$ cat src/core/scr_pkg.sv
// package of constants for the serial channel clock and receive path
package scr_pkg;
    // register indices on the plain register port
    localparam logic [3:0] SCR_REG_MODE = 4'h0;
    localparam logic [3:0] SCR_REG_CTRL = 4'h1;
    localparam logic [3:0] SCR_REG_RATE = 4'h2;
    localparam logic [3:0] SCR_REG_BUF = 4'h3;
    // mode register fields
    localparam int SCR_MODE_LO = 0;
    localparam int SCR_SRC_LO = 2;
    localparam int SCR_WU_BIT = 4;
    localparam int SCR_RXE_BIT = 5;
    // control register fields
    localparam int SCR_PE_BIT = 0;
    localparam int SCR_IOC_BIT = 1;
    localparam int SCR_EDGE_BIT = 2;
    localparam int SCR_FRAMING_FLAG_BIT = 4;
    localparam int SCR_OVERRUN_FLAG_BIT = 5;
    localparam int SCR_RB8_BIT = 7;
    // rate register fields
    localparam int SCR_DIV_LO = 0;
    localparam int SCR_TAP_LO = 4;
    // reset values
    localparam logic [7:0] SCR_MODE_RST = 8'h00;
    localparam logic [7:0] SCR_CTRL_RST = 8'h00;
    localparam logic [7:0] SCR_RATE_RST = 8'h00;
    // prescaler tap positions: fc/4, fc/16, fc/64, fc/256
    localparam int SCR_PRE_W = 8;
    localparam int SCR_TAP4 = 1;
    localparam int SCR_TAP16 = 3;
    localparam int SCR_TAP64 = 5;
    localparam int SCR_TAP256 = 7;
    localparam logic [3:0] SCR_SAMPLE_A = 4'h7;
    localparam logic [3:0] SCR_SAMPLE_C = 4'h9;
    localparam logic [3:0] SCR_BIT_LAST = 4'hF;
    localparam logic [3:0] SCR_SYNC_BITS = 4'h8;

    typedef enum logic [1:0] {
        SCR_M_SYNC = 2'b00,
        SCR_M_UART7 = 2'b01,
        SCR_M_UART8 = 2'b10,
        SCR_M_UART9 = 2'b11
    } scr_mode_e;

    typedef enum logic [1:0] {
        SCR_S_TIMER = 2'b00,
        SCR_S_RATE = 2'b01,
        SCR_S_INT = 2'b10,
        SCR_S_EXT = 2'b11
    } scr_src_e;
endpackage : scr_pkg

$ cat src/core/scr_rate_gen.sv
// prescaler tap select and 4-bit rate divider
`timescale 1ns/1ps
module scr_rate_gen
    import scr_pkg::*;
(
    // clock and reset
    input wire logic clk_i,
    input wire logic arst_n_i,
    // configuration
    input wire logic [1:0] prescale_tap_select_i,
    input wire logic [3:0] divisor_i,
    // tick outputs
    output logic tap_tick_o,
    output logic rate_tick_o,
    output logic int_tick_o
);
    logic [SCR_PRE_W-1:0] pre_q;
    logic [SCR_PRE_W-1:0] pre_d;
    logic [3:0] div_q;
    logic [3:0] div_last;
    logic tap_sel;

    assign pre_d = SCR_PRE_W'(pre_q + 1'b1);

    always_ff @(posedge clk_i or negedge arst_n_i) begin
        if (!arst_n_i) begin
            pre_q <= '0;
        end else begin
            pre_q <= pre_d;
        end
    end

    // tick when the chosen prescaler bit rolls over
    always_comb begin
        unique case (prescale_tap_select_i)
            2'd0: tap_sel = &pre_q[SCR_TAP4:0];
            2'd1: tap_sel = &pre_q[SCR_TAP16:0];
            2'd2: tap_sel = &pre_q[SCR_TAP64:0];
            2'd3: tap_sel = &pre_q[SCR_TAP256:0];
        endcase
    end
    assign tap_tick_o = tap_sel;
    assign int_tick_o = pre_q[0];

    // divisor 0 stands for 16; 1 is treated as 2, the least legal divisor
    assign div_last = (divisor_i == 4'h1) ? 4'h1 : 4'(divisor_i - 4'h1);

    always_ff @(posedge clk_i or negedge arst_n_i) begin
        if (!arst_n_i) begin
            div_q <= '0;
        end else if (tap_sel) begin
            div_q <= (div_q == div_last) ? 4'h0 : 4'(div_q + 4'h1);
        end
    end
    assign rate_tick_o = tap_sel && (div_q == div_last);

    rate_period_a: assert property (@(posedge clk_i) disable iff (!arst_n_i)
        (prescale_tap_select_i == 2'd0 && divisor_i == 4'h2 && rate_tick_o)
        ##1 (prescale_tap_select_i == 2'd0 && divisor_i == 4'h2) [*7]
        |-> !rate_tick_o)
        else $error("rate tick came early");
endmodule : scr_rate_gen

$ cat src/core/scr_serial_rx.sv
// serial channel clock generation and receive path
//
// Overview of operation
// - rate input from one of four prescaler taps
// - four-bit divider divides tap by 2 to 16
// - sync internal clock: rate output halved
// - sync bit rate eight times uart rate
// - external source in uart modes: base tick from divider
// - uart tick from divider, fc/2 or timer
// - timer match never clocks sync mode
// - sixteen ticks per bit, majority of 7-9
// - start needs two low samples of three
// - sync internal clock: sample on rising edge
// - sync external clock: sample on chosen edge
// - full frame moves to buffer, raises interrupt
// - uart shift stage keeps receiving while buffer unread; sync mode stops
// - overrun keeps buffer, drops shift stage
// - parity or ninth bit captured separately
// - wake-up: interrupt only when ninth bit set
// - transmit tick every sixteen base ticks in uart modes; none in sync mode
// - reading control register clears error flags
// - stop bit majority low sets framing flag, except in nine-bit frames
//
// The strobed register port and the placing of the registers were decided locally.
`timescale 1ns/1ps
module scr_serial_rx
    import scr_pkg::*;
(
    // clock and reset
    input wire logic clk_i,
    input wire logic arst_n_i,
    // register port
    input wire logic [3:0] addr_i,
    input wire logic [7:0] wdata_i,
    input wire logic wr_i,
    input wire logic rd_i,
    output logic [7:0] rdata_o,
    // timer and line
    input wire logic timer_match_i,
    input wire logic rxd_i,
    input wire logic sclk_i,
    output logic sclk_o,
    output logic sclk_oe_o,
    // events
    output logic receive_interrupt_o,
    output logic transmit_bit_tick_o
);
    logic [7:0] mode_q;
    logic [7:0] ctrl_q;
    logic [7:0] rate_q;
    logic [7:0] rdata_q;
    scr_mode_e mode;
    scr_src_e uart_tick_source;
    logic wake_up_enable, rx_enable, parity_en, clock_direction_select, shift_edge_select;
    logic tap_tick, rate_tick, int_tick;
    logic serial_base_tick;
    logic half_q, sclk_q, sclk_prev_q;
    logic sync_mode, shift_tick, ext_edge;
    logic [3:0] rx_cnt_q, tx_cnt_q;
    logic [2:0] smp_q;
    logic maj;
    logic rxd_prev_q, start_edge;
    logic busy_q;
    logic [3:0] bit_idx_q;
    logic [3:0] frame_bits;
    logic [8:0] shift_q;
    logic [7:0] hold_q;
    logic full_q;
    logic received_ninth_bit_q, overrun_flag_q, framing_flag_q;
    logic buf_rd, ctrl_rd, frame_done, stop_phase;
    logic [8:0] frame_word;

    assign mode = scr_mode_e'(mode_q[SCR_MODE_LO +: 2]);
    assign uart_tick_source = scr_src_e'(mode_q[SCR_SRC_LO +: 2]);
    assign wake_up_enable = mode_q[SCR_WU_BIT];
    assign rx_enable = mode_q[SCR_RXE_BIT];
    assign parity_en = ctrl_q[SCR_PE_BIT];
    assign clock_direction_select = ctrl_q[SCR_IOC_BIT];
    assign shift_edge_select = ctrl_q[SCR_EDGE_BIT];
    assign sync_mode = (mode == SCR_M_SYNC);
    assign buf_rd = rd_i && addr_i == SCR_REG_BUF;
    assign ctrl_rd = rd_i && addr_i == SCR_REG_CTRL;

    scr_rate_gen u_rate (
        .clk_i(clk_i),
        .arst_n_i(arst_n_i),
        .prescale_tap_select_i(rate_q[SCR_TAP_LO +: 2]),
        .divisor_i(rate_q[SCR_DIV_LO +: 4]),
        .tap_tick_o(tap_tick),
        .rate_tick_o(rate_tick),
        .int_tick_o(int_tick)
    );

    // register writes
    always_ff @(posedge clk_i or negedge arst_n_i) begin
        if (!arst_n_i) begin
            mode_q <= SCR_MODE_RST;
            ctrl_q <= SCR_CTRL_RST;
            rate_q <= SCR_RATE_RST;
        end else if (wr_i) begin
            unique case (addr_i)
                SCR_REG_MODE: mode_q <= wdata_i;
                SCR_REG_CTRL: ctrl_q <= wdata_i;
                SCR_REG_RATE: rate_q <= wdata_i;
                default: ;
            endcase
        end
    end

    // base tick selection; the timer is only offered in uart modes
    always_comb begin
        unique case (uart_tick_source)
            SCR_S_TIMER: serial_base_tick = timer_match_i;
            SCR_S_RATE: serial_base_tick = rate_tick;
            SCR_S_INT: serial_base_tick = int_tick;
            SCR_S_EXT: serial_base_tick = rate_tick;
        endcase
        if (sync_mode) begin
            serial_base_tick = rate_tick;
        end
    end

    timer_block_a: assert property (@(posedge clk_i) disable iff (!arst_n_i)
        (sync_mode && timer_match_i && !rate_tick) |-> !serial_base_tick)
        else $error("timer match clocked shift mode");

    // internal shift clock: rate output halved; runs only while a frame is taken
    always_ff @(posedge clk_i or negedge arst_n_i) begin
        if (!arst_n_i) begin
            half_q <= 1'b0;
            sclk_q <= 1'b1;
        end else if (sync_mode && !clock_direction_select && rx_enable && !full_q) begin
            if (rate_tick) begin
                half_q <= ~half_q;
                sclk_q <= half_q;
            end
        end else begin
            half_q <= 1'b0;
            sclk_q <= 1'b1;
        end
    end
    assign sclk_o = sclk_q;
    assign sclk_oe_o = sync_mode && !clock_direction_select;

    always_ff @(posedge clk_i or negedge arst_n_i) begin
        if (!arst_n_i) begin
            sclk_prev_q <= 1'b1;
        end else begin
            sclk_prev_q <= sclk_i;
        end
    end
    // edge select 0 takes rising edges, 1 falling
    assign ext_edge = shift_edge_select ? (sclk_prev_q && !sclk_i)
                                        : (!sclk_prev_q && sclk_i);
    // one bit per two rate ticks, against sixteen in uart modes
    assign shift_tick = sync_mode && rx_enable && !full_q &&
        (clock_direction_select ? ext_edge
                                : (rate_tick && half_q));

    // transmit bit tick counter
    always_ff @(posedge clk_i or negedge arst_n_i) begin
        if (!arst_n_i) begin
            tx_cnt_q <= '0;
        end else if (!sync_mode && serial_base_tick) begin
            tx_cnt_q <= 4'(tx_cnt_q + 4'h1);
        end
    end
    assign transmit_bit_tick_o = !sync_mode && serial_base_tick && tx_cnt_q == SCR_BIT_LAST;

    // a fall of the idle line restarts the bit count, so the votes sit mid-bit;
    // idle level after reset is high, so no false start follows reset
    always_ff @(posedge clk_i or negedge arst_n_i) begin
        if (!arst_n_i) begin
            rxd_prev_q <= 1'b1;
        end else begin
            rxd_prev_q <= rxd_i;
        end
    end
    assign start_edge = !busy_q && rxd_prev_q && !rxd_i;

    // receive counter and majority sampling
    assign maj = (smp_q[0] & smp_q[1]) | (smp_q[0] & rxd_i) | (smp_q[1] & rxd_i);
    always_ff @(posedge clk_i or negedge arst_n_i) begin
        if (!arst_n_i) begin
            rx_cnt_q <= '0;
            smp_q <= '1;
        end else if (sync_mode || !rx_enable) begin
            rx_cnt_q <= '0;
        end else if (start_edge) begin
            rx_cnt_q <= '0;
        end else if (serial_base_tick) begin
            rx_cnt_q <= 4'(rx_cnt_q + 4'h1);
            if (rx_cnt_q >= SCR_SAMPLE_A && rx_cnt_q < SCR_SAMPLE_C) begin
                smp_q <= {smp_q[1:0], rxd_i};
            end
        end
    end

    // data bits per frame, parity or ninth bit included, stop bit excluded
    always_comb begin
        unique case (mode)
            SCR_M_SYNC: frame_bits = SCR_SYNC_BITS;
            SCR_M_UART7: frame_bits = parity_en ? 4'd8 : 4'd7;
            SCR_M_UART8: frame_bits = parity_en ? 4'd9 : 4'd8;
            SCR_M_UART9: frame_bits = 4'd9;
        endcase
    end
    // uart frames end at the stop bit unless a ninth bit is carried
    assign stop_phase = !sync_mode && frame_bits != 4'd9;

    logic mid_tick;
    assign mid_tick = !sync_mode && serial_base_tick && rx_cnt_q == SCR_SAMPLE_C;
    assign frame_done = sync_mode ? (shift_tick && bit_idx_q == frame_bits - 4'd1)
        : (mid_tick && busy_q &&
           bit_idx_q == (stop_phase ? frame_bits : 4'(frame_bits - 4'd1)));
    assign frame_word = sync_mode ? {1'b0, rxd_i, shift_q[7:1]}
        : (stop_phase ? shift_q : {maj, shift_q[8:1]});

    // receive sequencing
    always_ff @(posedge clk_i or negedge arst_n_i) begin
        if (!arst_n_i) begin
            busy_q <= 1'b0;
            bit_idx_q <= '0;
            shift_q <= '0;
        end else if (sync_mode) begin
            busy_q <= 1'b0;
            if (!rx_enable) begin
                bit_idx_q <= '0;
            end else if (shift_tick) begin
                shift_q <= {1'b0, rxd_i, shift_q[7:1]};
                bit_idx_q <= frame_done ? 4'h0 : 4'(bit_idx_q + 4'h1);
            end
        end else if (mid_tick) begin
            if (!busy_q) begin
                busy_q <= !maj;
                bit_idx_q <= '0;
            end else if (frame_done) begin
                busy_q <= 1'b0;
            end else begin
                bit_idx_q <= 4'(bit_idx_q + 4'h1);
                if (bit_idx_q < frame_bits) begin
                    shift_q <= {maj, shift_q[8:1]};
                end
            end
        end else if (!rx_enable) begin
            busy_q <= 1'b0;
        end
    end

    start_vote_a: assert property (@(posedge clk_i) disable iff (!arst_n_i)
        (!sync_mode && mid_tick && !busy_q && maj) |=> !busy_q)
        else $error("start taken on high majority");

    // holding buffer, ninth bit and overrun; a new frame beats a same-cycle read
    logic accept;
    assign accept = !(mode == SCR_M_UART9 && wake_up_enable && !frame_word[8]);
    always_ff @(posedge clk_i or negedge arst_n_i) begin
        if (!arst_n_i) begin
            hold_q <= '0;
            full_q <= 1'b0;
            received_ninth_bit_q <= 1'b0;
        end else if (frame_done && accept && (!full_q || buf_rd)) begin
            full_q <= 1'b1;
            received_ninth_bit_q <= frame_word[8];
            unique case (mode)
                SCR_M_UART7: hold_q <= parity_en ? frame_word[8:1]
                                                 : {1'b0, frame_word[8:2]};
                SCR_M_UART8: hold_q <= parity_en ? frame_word[7:0] : frame_word[8:1];
                default: hold_q <= frame_word[7:0];
            endcase
        end else if (buf_rd) begin
            full_q <= 1'b0;
        end
    end
    assign receive_interrupt_o = full_q;

    wake_filter_a: assert property (@(posedge clk_i) disable iff (!arst_n_i)
        (frame_done && mode == SCR_M_UART9 && wake_up_enable && !frame_word[8] && !full_q)
        |=> !full_q)
        else $error("wake-up frame raised interrupt");

    // error flags: events win over the clearing read
    always_ff @(posedge clk_i or negedge arst_n_i) begin
        if (!arst_n_i) begin
            overrun_flag_q <= 1'b0;
            framing_flag_q <= 1'b0;
        end else begin
            if (frame_done && accept && full_q && !buf_rd) begin
                overrun_flag_q <= 1'b1;
            end else if (ctrl_rd) begin
                overrun_flag_q <= 1'b0;
            end
            if (mid_tick && busy_q && bit_idx_q == frame_bits && !maj) begin
                framing_flag_q <= 1'b1;
            end else if (ctrl_rd) begin
                framing_flag_q <= 1'b0;
            end
        end
    end

    overrun_keep_a: assert property (@(posedge clk_i) disable iff (!arst_n_i)
        (frame_done && accept && full_q && !buf_rd) |=> overrun_flag_q && $stable(hold_q))
        else $error("overrun lost buffer or flag");
    flag_clear_a: assert property (@(posedge clk_i) disable iff (!arst_n_i)
        (ctrl_rd && !frame_done && !mid_tick) |=> !overrun_flag_q && !framing_flag_q)
        else $error("error flags not cleared by read");

    // read data, one cycle after the strobe
    always_ff @(posedge clk_i or negedge arst_n_i) begin
        if (!arst_n_i) begin
            rdata_q <= '0;
        end else if (rd_i) begin
            unique case (addr_i)
                SCR_REG_MODE: rdata_q <= mode_q;
                SCR_REG_CTRL: rdata_q <= {received_ninth_bit_q, 1'b0, overrun_flag_q,
                                          framing_flag_q, 1'b0, ctrl_q[2:0]};
                SCR_REG_RATE: rdata_q <= rate_q;
                SCR_REG_BUF: rdata_q <= hold_q;
                default: rdata_q <= '0;
            endcase
        end else begin
            rdata_q <= '0;
        end
    end
    assign rdata_o = rdata_q;
endmodule : scr_serial_rx

$ cat config.mk
export PLATFORM = sky130hd
export DESIGN_NAME = scr_serial_rx
export DESIGN_NICKNAME = d
export VERILOG_FILES = /design/src/core/scr_pkg.sv /design/src/core/scr_rate_gen.sv /design/src/core/scr_serial_rx.sv
export SDC_FILE = /design/constraint.sdc
export NUM_CORES = 1
export LEC_CHECK = 0
export BUFFER_PORTS_ARGS = -buffer_cell sky130_fd_sc_hd__buf_2
export CORE_MARGIN = 2
export CORE_UTILIZATION = 55
export CTS_CLUSTER_DIAMETER = 200
export DETAILED_ROUTE_END_ITERATION = 12
export PLACE_DENSITY_LB_ADDON = 0.3
export SLEW_MARGIN = 40
export SYNTH_ARGS = -nofsm -noshare
export SYNTH_HDL_FRONTEND = slang
export SYNTH_SLANG_ARGS = --single-unit
$ cat constraint.sdc
create_clock -name clk_i -period 8.8 [get_ports clk_i]
set_input_delay 0 -clock clk_i [delete_from_list [all_inputs] [get_ports clk_i]]
set_output_delay 0 -clock clk_i [all_outputs]
set_load 0.03 [all_outputs]
-- Yosys cells after proc, flatten, opt, wreduce, memory -nomap -nowiden
Cells that the tools add are included.
Widths: inputs -> output; s select.
- bits of input ports: 19
- logic and storage cells: 182
- register bits: 79
- bitwise gates (word level): 8
- mux-type cells: 50
- reduce and logical (&&, ||, !) cells: 66
- order comparisons: 3
- eq/ne operators: 27
- add/sub/neg operators: 7
- operator list (operator ; count):
    $mux 9 ; 9
    $mux 4 ; 14
    $pmux 8 s4 ; 1
    $logic_and 1x1->1 ; 30
    $mux 8 ; 3
    $mux 1 ; 19
    $add 4x1->4 const B ; 4
    $eq 4x4->1 ; 4
    $pmux 4 s4 ; 1
    $pmux 8 s2 ; 1
    $eq 2x2->1 const B ; 6
    $logic_not 1->1 ; 12
    $reduce_and 6->1 ; 2
    $reduce_bool 2->1 ; 6
    $add 8x1->8 const B ; 1
    $eq 4x1->1 const B ; 2
    $eq 4x2->1 const B ; 2
    $eq 4x4->1 const B ; 2
    $reduce_and 2->1 ; 4
    $reduce_and 4->1 ; 2
    $reduce_and 8->1 ; 1
    $sub 4x1->4 const B ; 2
    $eq 2x1->1 const B ; 3
    $logic_not 2->1 ; 3
    19 further kinds ; 27

-- Depth between registers and ports, before layout
- depth after elaboration: 15
- gate-level depth with buffers: 13
- depth with buffers taken out: 11

-- Cells and area by module
A second synthesis with hierarchy kept.
- cell total of the unflattened synthesis: 441
- area total of the unflattened synthesis: 4775.8 sq um
- modules (own cells, without submodules) (module ; seq. area each (sq um) ; instances ; cells each ; area each (sq um)):
    scr_serial_rx ; 1682.9 ; 1 ; 371 ; 4057.6
    scr_rate_gen ; 300.3 ; 1 ; 70 ; 718.2

-- Worst setup path before layout
Ideal clock, no wire load.
- path type: register to register
- start point: register rate_q[0]
- end point: register hold_q[0]
- required time: 8.675 ns
- slack: 5.519 ns
- buffers on the path: 1
- cell stages (with the launch flop): 10
- period minus slack after synthesis: 3.281 ns
- arrival: 3.156 ns
- cells stage by stage: dfrtp_1 > ha_1 > nor4_1 > nor3b_1 > a2111o_1 > or4_1 > a211o_1 > o32a_1 > buf_6 > mux2_4
- word-level cells in the longest chain between the ends: 13
- elaborated cells between the ends (all ways): 18
- those cells by class: add/sub (1); eq/ne (2); mux (5); reduce/logical (10)
- RTL lines (what ; RTL line ; RTL):
    from (decl) ; scr_serial_rx.sv:50 ; logic [7:0] rate_q;
    from (signal assigned) ; scr_serial_rx.sv:104 ; SCR_REG_RATE: rate_q <= wdata_i;
    $sub 4x1->4 / $eq 4x1->1 (equally long branches) ; scr_rate_gen.sv:46 ; assign div_last = (divisor_i == 4'h1) ? 4'h1 : 4'(divisor_i - 4'h1);
    $mux 4 (*) ; scr_rate_gen.sv:46 ;
    $eq 4x4->1 (*) ; scr_rate_gen.sv:55 ; assign rate_tick_o = tap_sel && (div_q == div_last);
    $logic_and 1x1->1 (*) ; scr_rate_gen.sv:55 ;
    $pmux 1 s3 ; scr_serial_rx.sv:112 ; unique case (uart_tick_source)
    $mux 1 ; scr_serial_rx.sv:118 ; if (sync_mode) begin
    $logic_and 1x1->1 (2 in a row) ; scr_serial_rx.sv:212 ; assign mid_tick = !sync_mode && serial_base_tick && rx_cnt_q == SCR_SAMPLE_C;
    $logic_and 1x1->1 (2 in a row) ; scr_serial_rx.sv:214 ; : (mid_tick && busy_q &&
    $mux 1 (*) ; scr_serial_rx.sv:213 ; assign frame_done = sync_mode ? (shift_tick && bit_idx_q == frame_bits - 4'd1)
    $logic_and 1x1->1 (*) (2 in a row) ; scr_serial_rx.sv:262 ; end else if (frame_done && accept && (!full_q || buf_rd)) begin
    to (signal assigned) ; scr_serial_rx.sv:266 ; SCR_M_UART7: hold_q <= parity_en ? frame_word[8:1]
    to (signal assigned) ; scr_serial_rx.sv:268 ; SCR_M_UART8: hold_q <= parity_en ? frame_word[7:0] : frame_word[8:1];
    to (signal assigned) ; scr_serial_rx.sv:269 ; default: hold_q <= frame_word[7:0];
    to (decl) ; scr_serial_rx.sv:67 ; logic [7:0] hold_q;
Every way passes the cells marked *; elsewhere a longest branch is shown, timed or not.
A chain may end at the register's enable or synchronous reset.

-- Worst setup path in the final report
- start point: register rate_q[0]
- end point: register hold_q[1]
Same word-level chain as after synthesis.

==> results.cfg <==
[status]
run_status = finished, final reports clean

[drt]
drt-initial-drc-count = 149
drtPass1Iterations = 4
ant_nets = 0
drc = 0
wirelength_mm = 9.69
wl_per_cell_um = 16.5
vias = 3453
via_per_inst = 5.87

[layout]
area_growth_pct = 12.7
diodes = 0
design_area_sq_mm = 0.00517
final_common_cell = dfrtp_1
fin_nets = 517
final_cell_mix = 74 x dfrtp_1, 36 x nor2_1, 34 x mux2_2, 29 x buf_2, 27 x nand2_1
drive_gt1_share_pct = 20.9
fillCellCount = 634

[clock_network]
cts.reportedPaths.clkPinSlew_ns = 0.09
root_buffer = clkbuf_8
cts_resized = 0
htree_num_levels = 3
clk_latency_ns = 0.35
clk_path_buf_depth = 2
cts_made_buffers = 9
cts_tree = yes
clock_sinks = 79

[logic_synthesis]
synth-edff-count = 0
yosys_warnings = 0
ys_types = 59
synth_area_per_cell_sq_um = 10.5
synth_ff_type = dfrtp_1
syn_inst = 436
synth-async-reset-ratio_pct = 100
yosys_register_bits = 79
synth_seq_area_share_pct = 43.3
syn-cell-area_sq_mm = 0.00458
synthesis.nets = 475

[setup_path]
cp-startpoint = rate_q[0]
worst-path-max-fanout = 9
crit_type = flip-flop to flip-flop
r2r_end = hold_q[1]
crit_arrival_ns = 4.03
r2r_slack_ns = 5.01
critPathLaunchType = flip-flop
r2r-start = rate_q[0]
crit_path_end_kind = flip-flop
crit_required_ns = 9.03
rr_worst_depth = 8
cp-endpoint = hold_q[1]

[sta]
period_share_pct = 43.1
max-slew-margin-rel_pct = 52.6
setup_tns_ns = 0
hold_violations = 0
fin_skew_ns = 0.0123
worst_pin_slew_ns = 0.710
rsz0062_at_grt = no
setup_viol = 0
min_period_ns = 3.79
fmax_mhz = 264
drv_slew = 0

[floorplanning]
die_w_um = 95.3
die_height_um = 95.3
core_area_sq_mm = 0.00813
core.rowCount = 33
die-area_sq_mm = 0.00908
initial_core_util_pct = 56.3
boundaryPins = 31

[pwr]
finalPower_mw = 1.08
peakVddDrop_uv = 86.1
leakage_nw = 2.40
powerDensity_mw_per_mm2 = 209

[grt]
antenna_found_initial = 0
grt_pass1_vias = 3342
overflow = 0
grt_pass1_wl_mm = 15.9
grt_usage_pct = 22.7
grt_max_degree = 80

[place]
dp_hpwl_mm = 7.05
numPortBuffers = 30
dpl-instance-area_sq_mm = 0.00483
routabilityCongestion = 0.866

[run]
maxCapViolCount = 0

[min_path]
hp-class = input pin to flip-flop
worst min-delay path by stage:
stage / from / endpoint / slack, ns / cells past startpoint
2_1_floorplan: arst_n_i / bit_idx_q[0] / -0.30 / 0
3_3_place_gp: sclk_i / sclk_prev_q / 0.12 / 1
3_5_place_dp: arst_n_i / u_rate.pre_q[7] / 0.08 / 1
4_1_cts: addr_i[2] / rdata_o[7] / 0.02 / 3
5_1_grt: addr_i[3] / rdata_o[7] / 0.03 / 3
6_report: addr_i[2] / rdata_o[7] / 0.04 / 3
critical path, cell delays in order, from the launching register on:
cell and delay, ns:
dfrtp_1 0.47, ha_1 0.26, nor4_1 0.53, nor3b_1 0.17, a2111o_1 0.46, or4_1 0.50, a211o_1 0.37, o32a_1 0.57
mux2_4 0.37
power by group:
group          total [mW]  switching (mW)  leakage [nW]  internal [mW]
sequential          0.466          0.0592          1.00          0.407
clock               0.286           0.137         0.110          0.149
combinational       0.327           0.186          1.29          0.141
kinds of logic after synthesis:
logic type	after synthesis	share of synthesized area, %
simple gates	143	16.2
flops	79	43.3
xor+xnor	20	3.82
compound gates	79	12.4
mux	65	16.1
buf+inv	29	2.54
fa+ha+maj	21	5.68
synth_stat cells, types with 2 or more instances:
master | n | area [sq um]
a2111o_1 | 2 | 22.5
a211o_1 | 3 | 26.3
a21boi_0 | 4 | 30.0
a21o_1 | 3 | 22.5
a21oi_1 | 9 | 45.0
a221oi_1 | 6 | 52.6
a22oi_1 | 7 | 52.6
and2_1 | 3 | 18.8
and3_1 | 7 | 43.8
and4_1 | 2 | 17.5
clkbuf_1 | 10 | 37.5
dfrtp_1 | 74 | 1850
dfstp_2 | 5 | 131
ha_1 | 20 | 250
inv_1 | 16 | 60.1
mux2_2 | 34 | 383
mux2_4 | 6 | 90.1
mux2i_1 | 24 | 240
nand2_1 | 27 | 101
nand2b_1 | 13 | 81.3
nand3_1 | 14 | 70.1
nand4_1 | 5 | 31.3
nor2_1 | 36 | 135
nor2b_1 | 9 | 56.3
nor3_1 | 7 | 35.0
nor3b_1 | 2 | 15.0
nor4_1 | 4 | 25.0
nor4b_1 | 2 | 17.5
o211ai_1 | 2 | 15.0
o21ai_0 | 17 | 85.1
o22ai_1 | 8 | 50.1
o31ai_1 | 6 | 45.0
o32a_1 | 2 | 20.0
or2_2 | 3 | 18.8
or4_1 | 2 | 15.0
xnor2_1 | 12 | 105
xor2_1 | 8 | 70.1
metal layers:
layer,global-route usage [%],routed length [um],up-vias
li1,-,-,1677
met1,29.8,4520,1681
met2,36.4,4620,82
met3,5.14,356,13
met4,9.18,193,0
met5,0,0,-
area by class of cell:
type	instances	area [sq um]	share of cell area [%]
clock buffer	11	151	2.93
clock inverter	5	65.1	1.26
inverter	17	63.8	1.24
multi-input combinational	328	2490	48.1
sequential	79	1980	38.4
tap	105	131	2.54
timing repair buffer	43	284	5.50
sequential cells by signal (all words and copies together) (netlist names), 2 cells and up:
name,flops
smp_q,2
rx_cnt_q,4
u_rate.pre_q,8
bit_idx_q,4
rate_q,8
u_rate.div_q,4
ctrl_q,3
hold_q,8
shift_q,9
rdata_o,8
tx_cnt_q,4
mode_q,8
stage by stage:
stage / hold slack [ns] / utilization, % / instances / worst slack, ns
floorplan: -0.296 / - / 436 / 5.52
global placement: 0.123 / 59.3 / 560 / 5.27
detailed placement: 0.0811 / 59.3 / 560 / 5.09
CTS: 0.0162 / 63.5 / 588 / 5.05
global route: 0.0329 / 63.5 / 588 / 4.84
finish: 0.0377 / 63.5 / 588 / 5.01
what timing repair did:
action | in CTS | in global routing
hold buffers | 12 | 0
setup buffers | 0 | 0
hold endpoints to repair | 97 | 0
No activity file was read; power rests on OpenSTA's default activity.
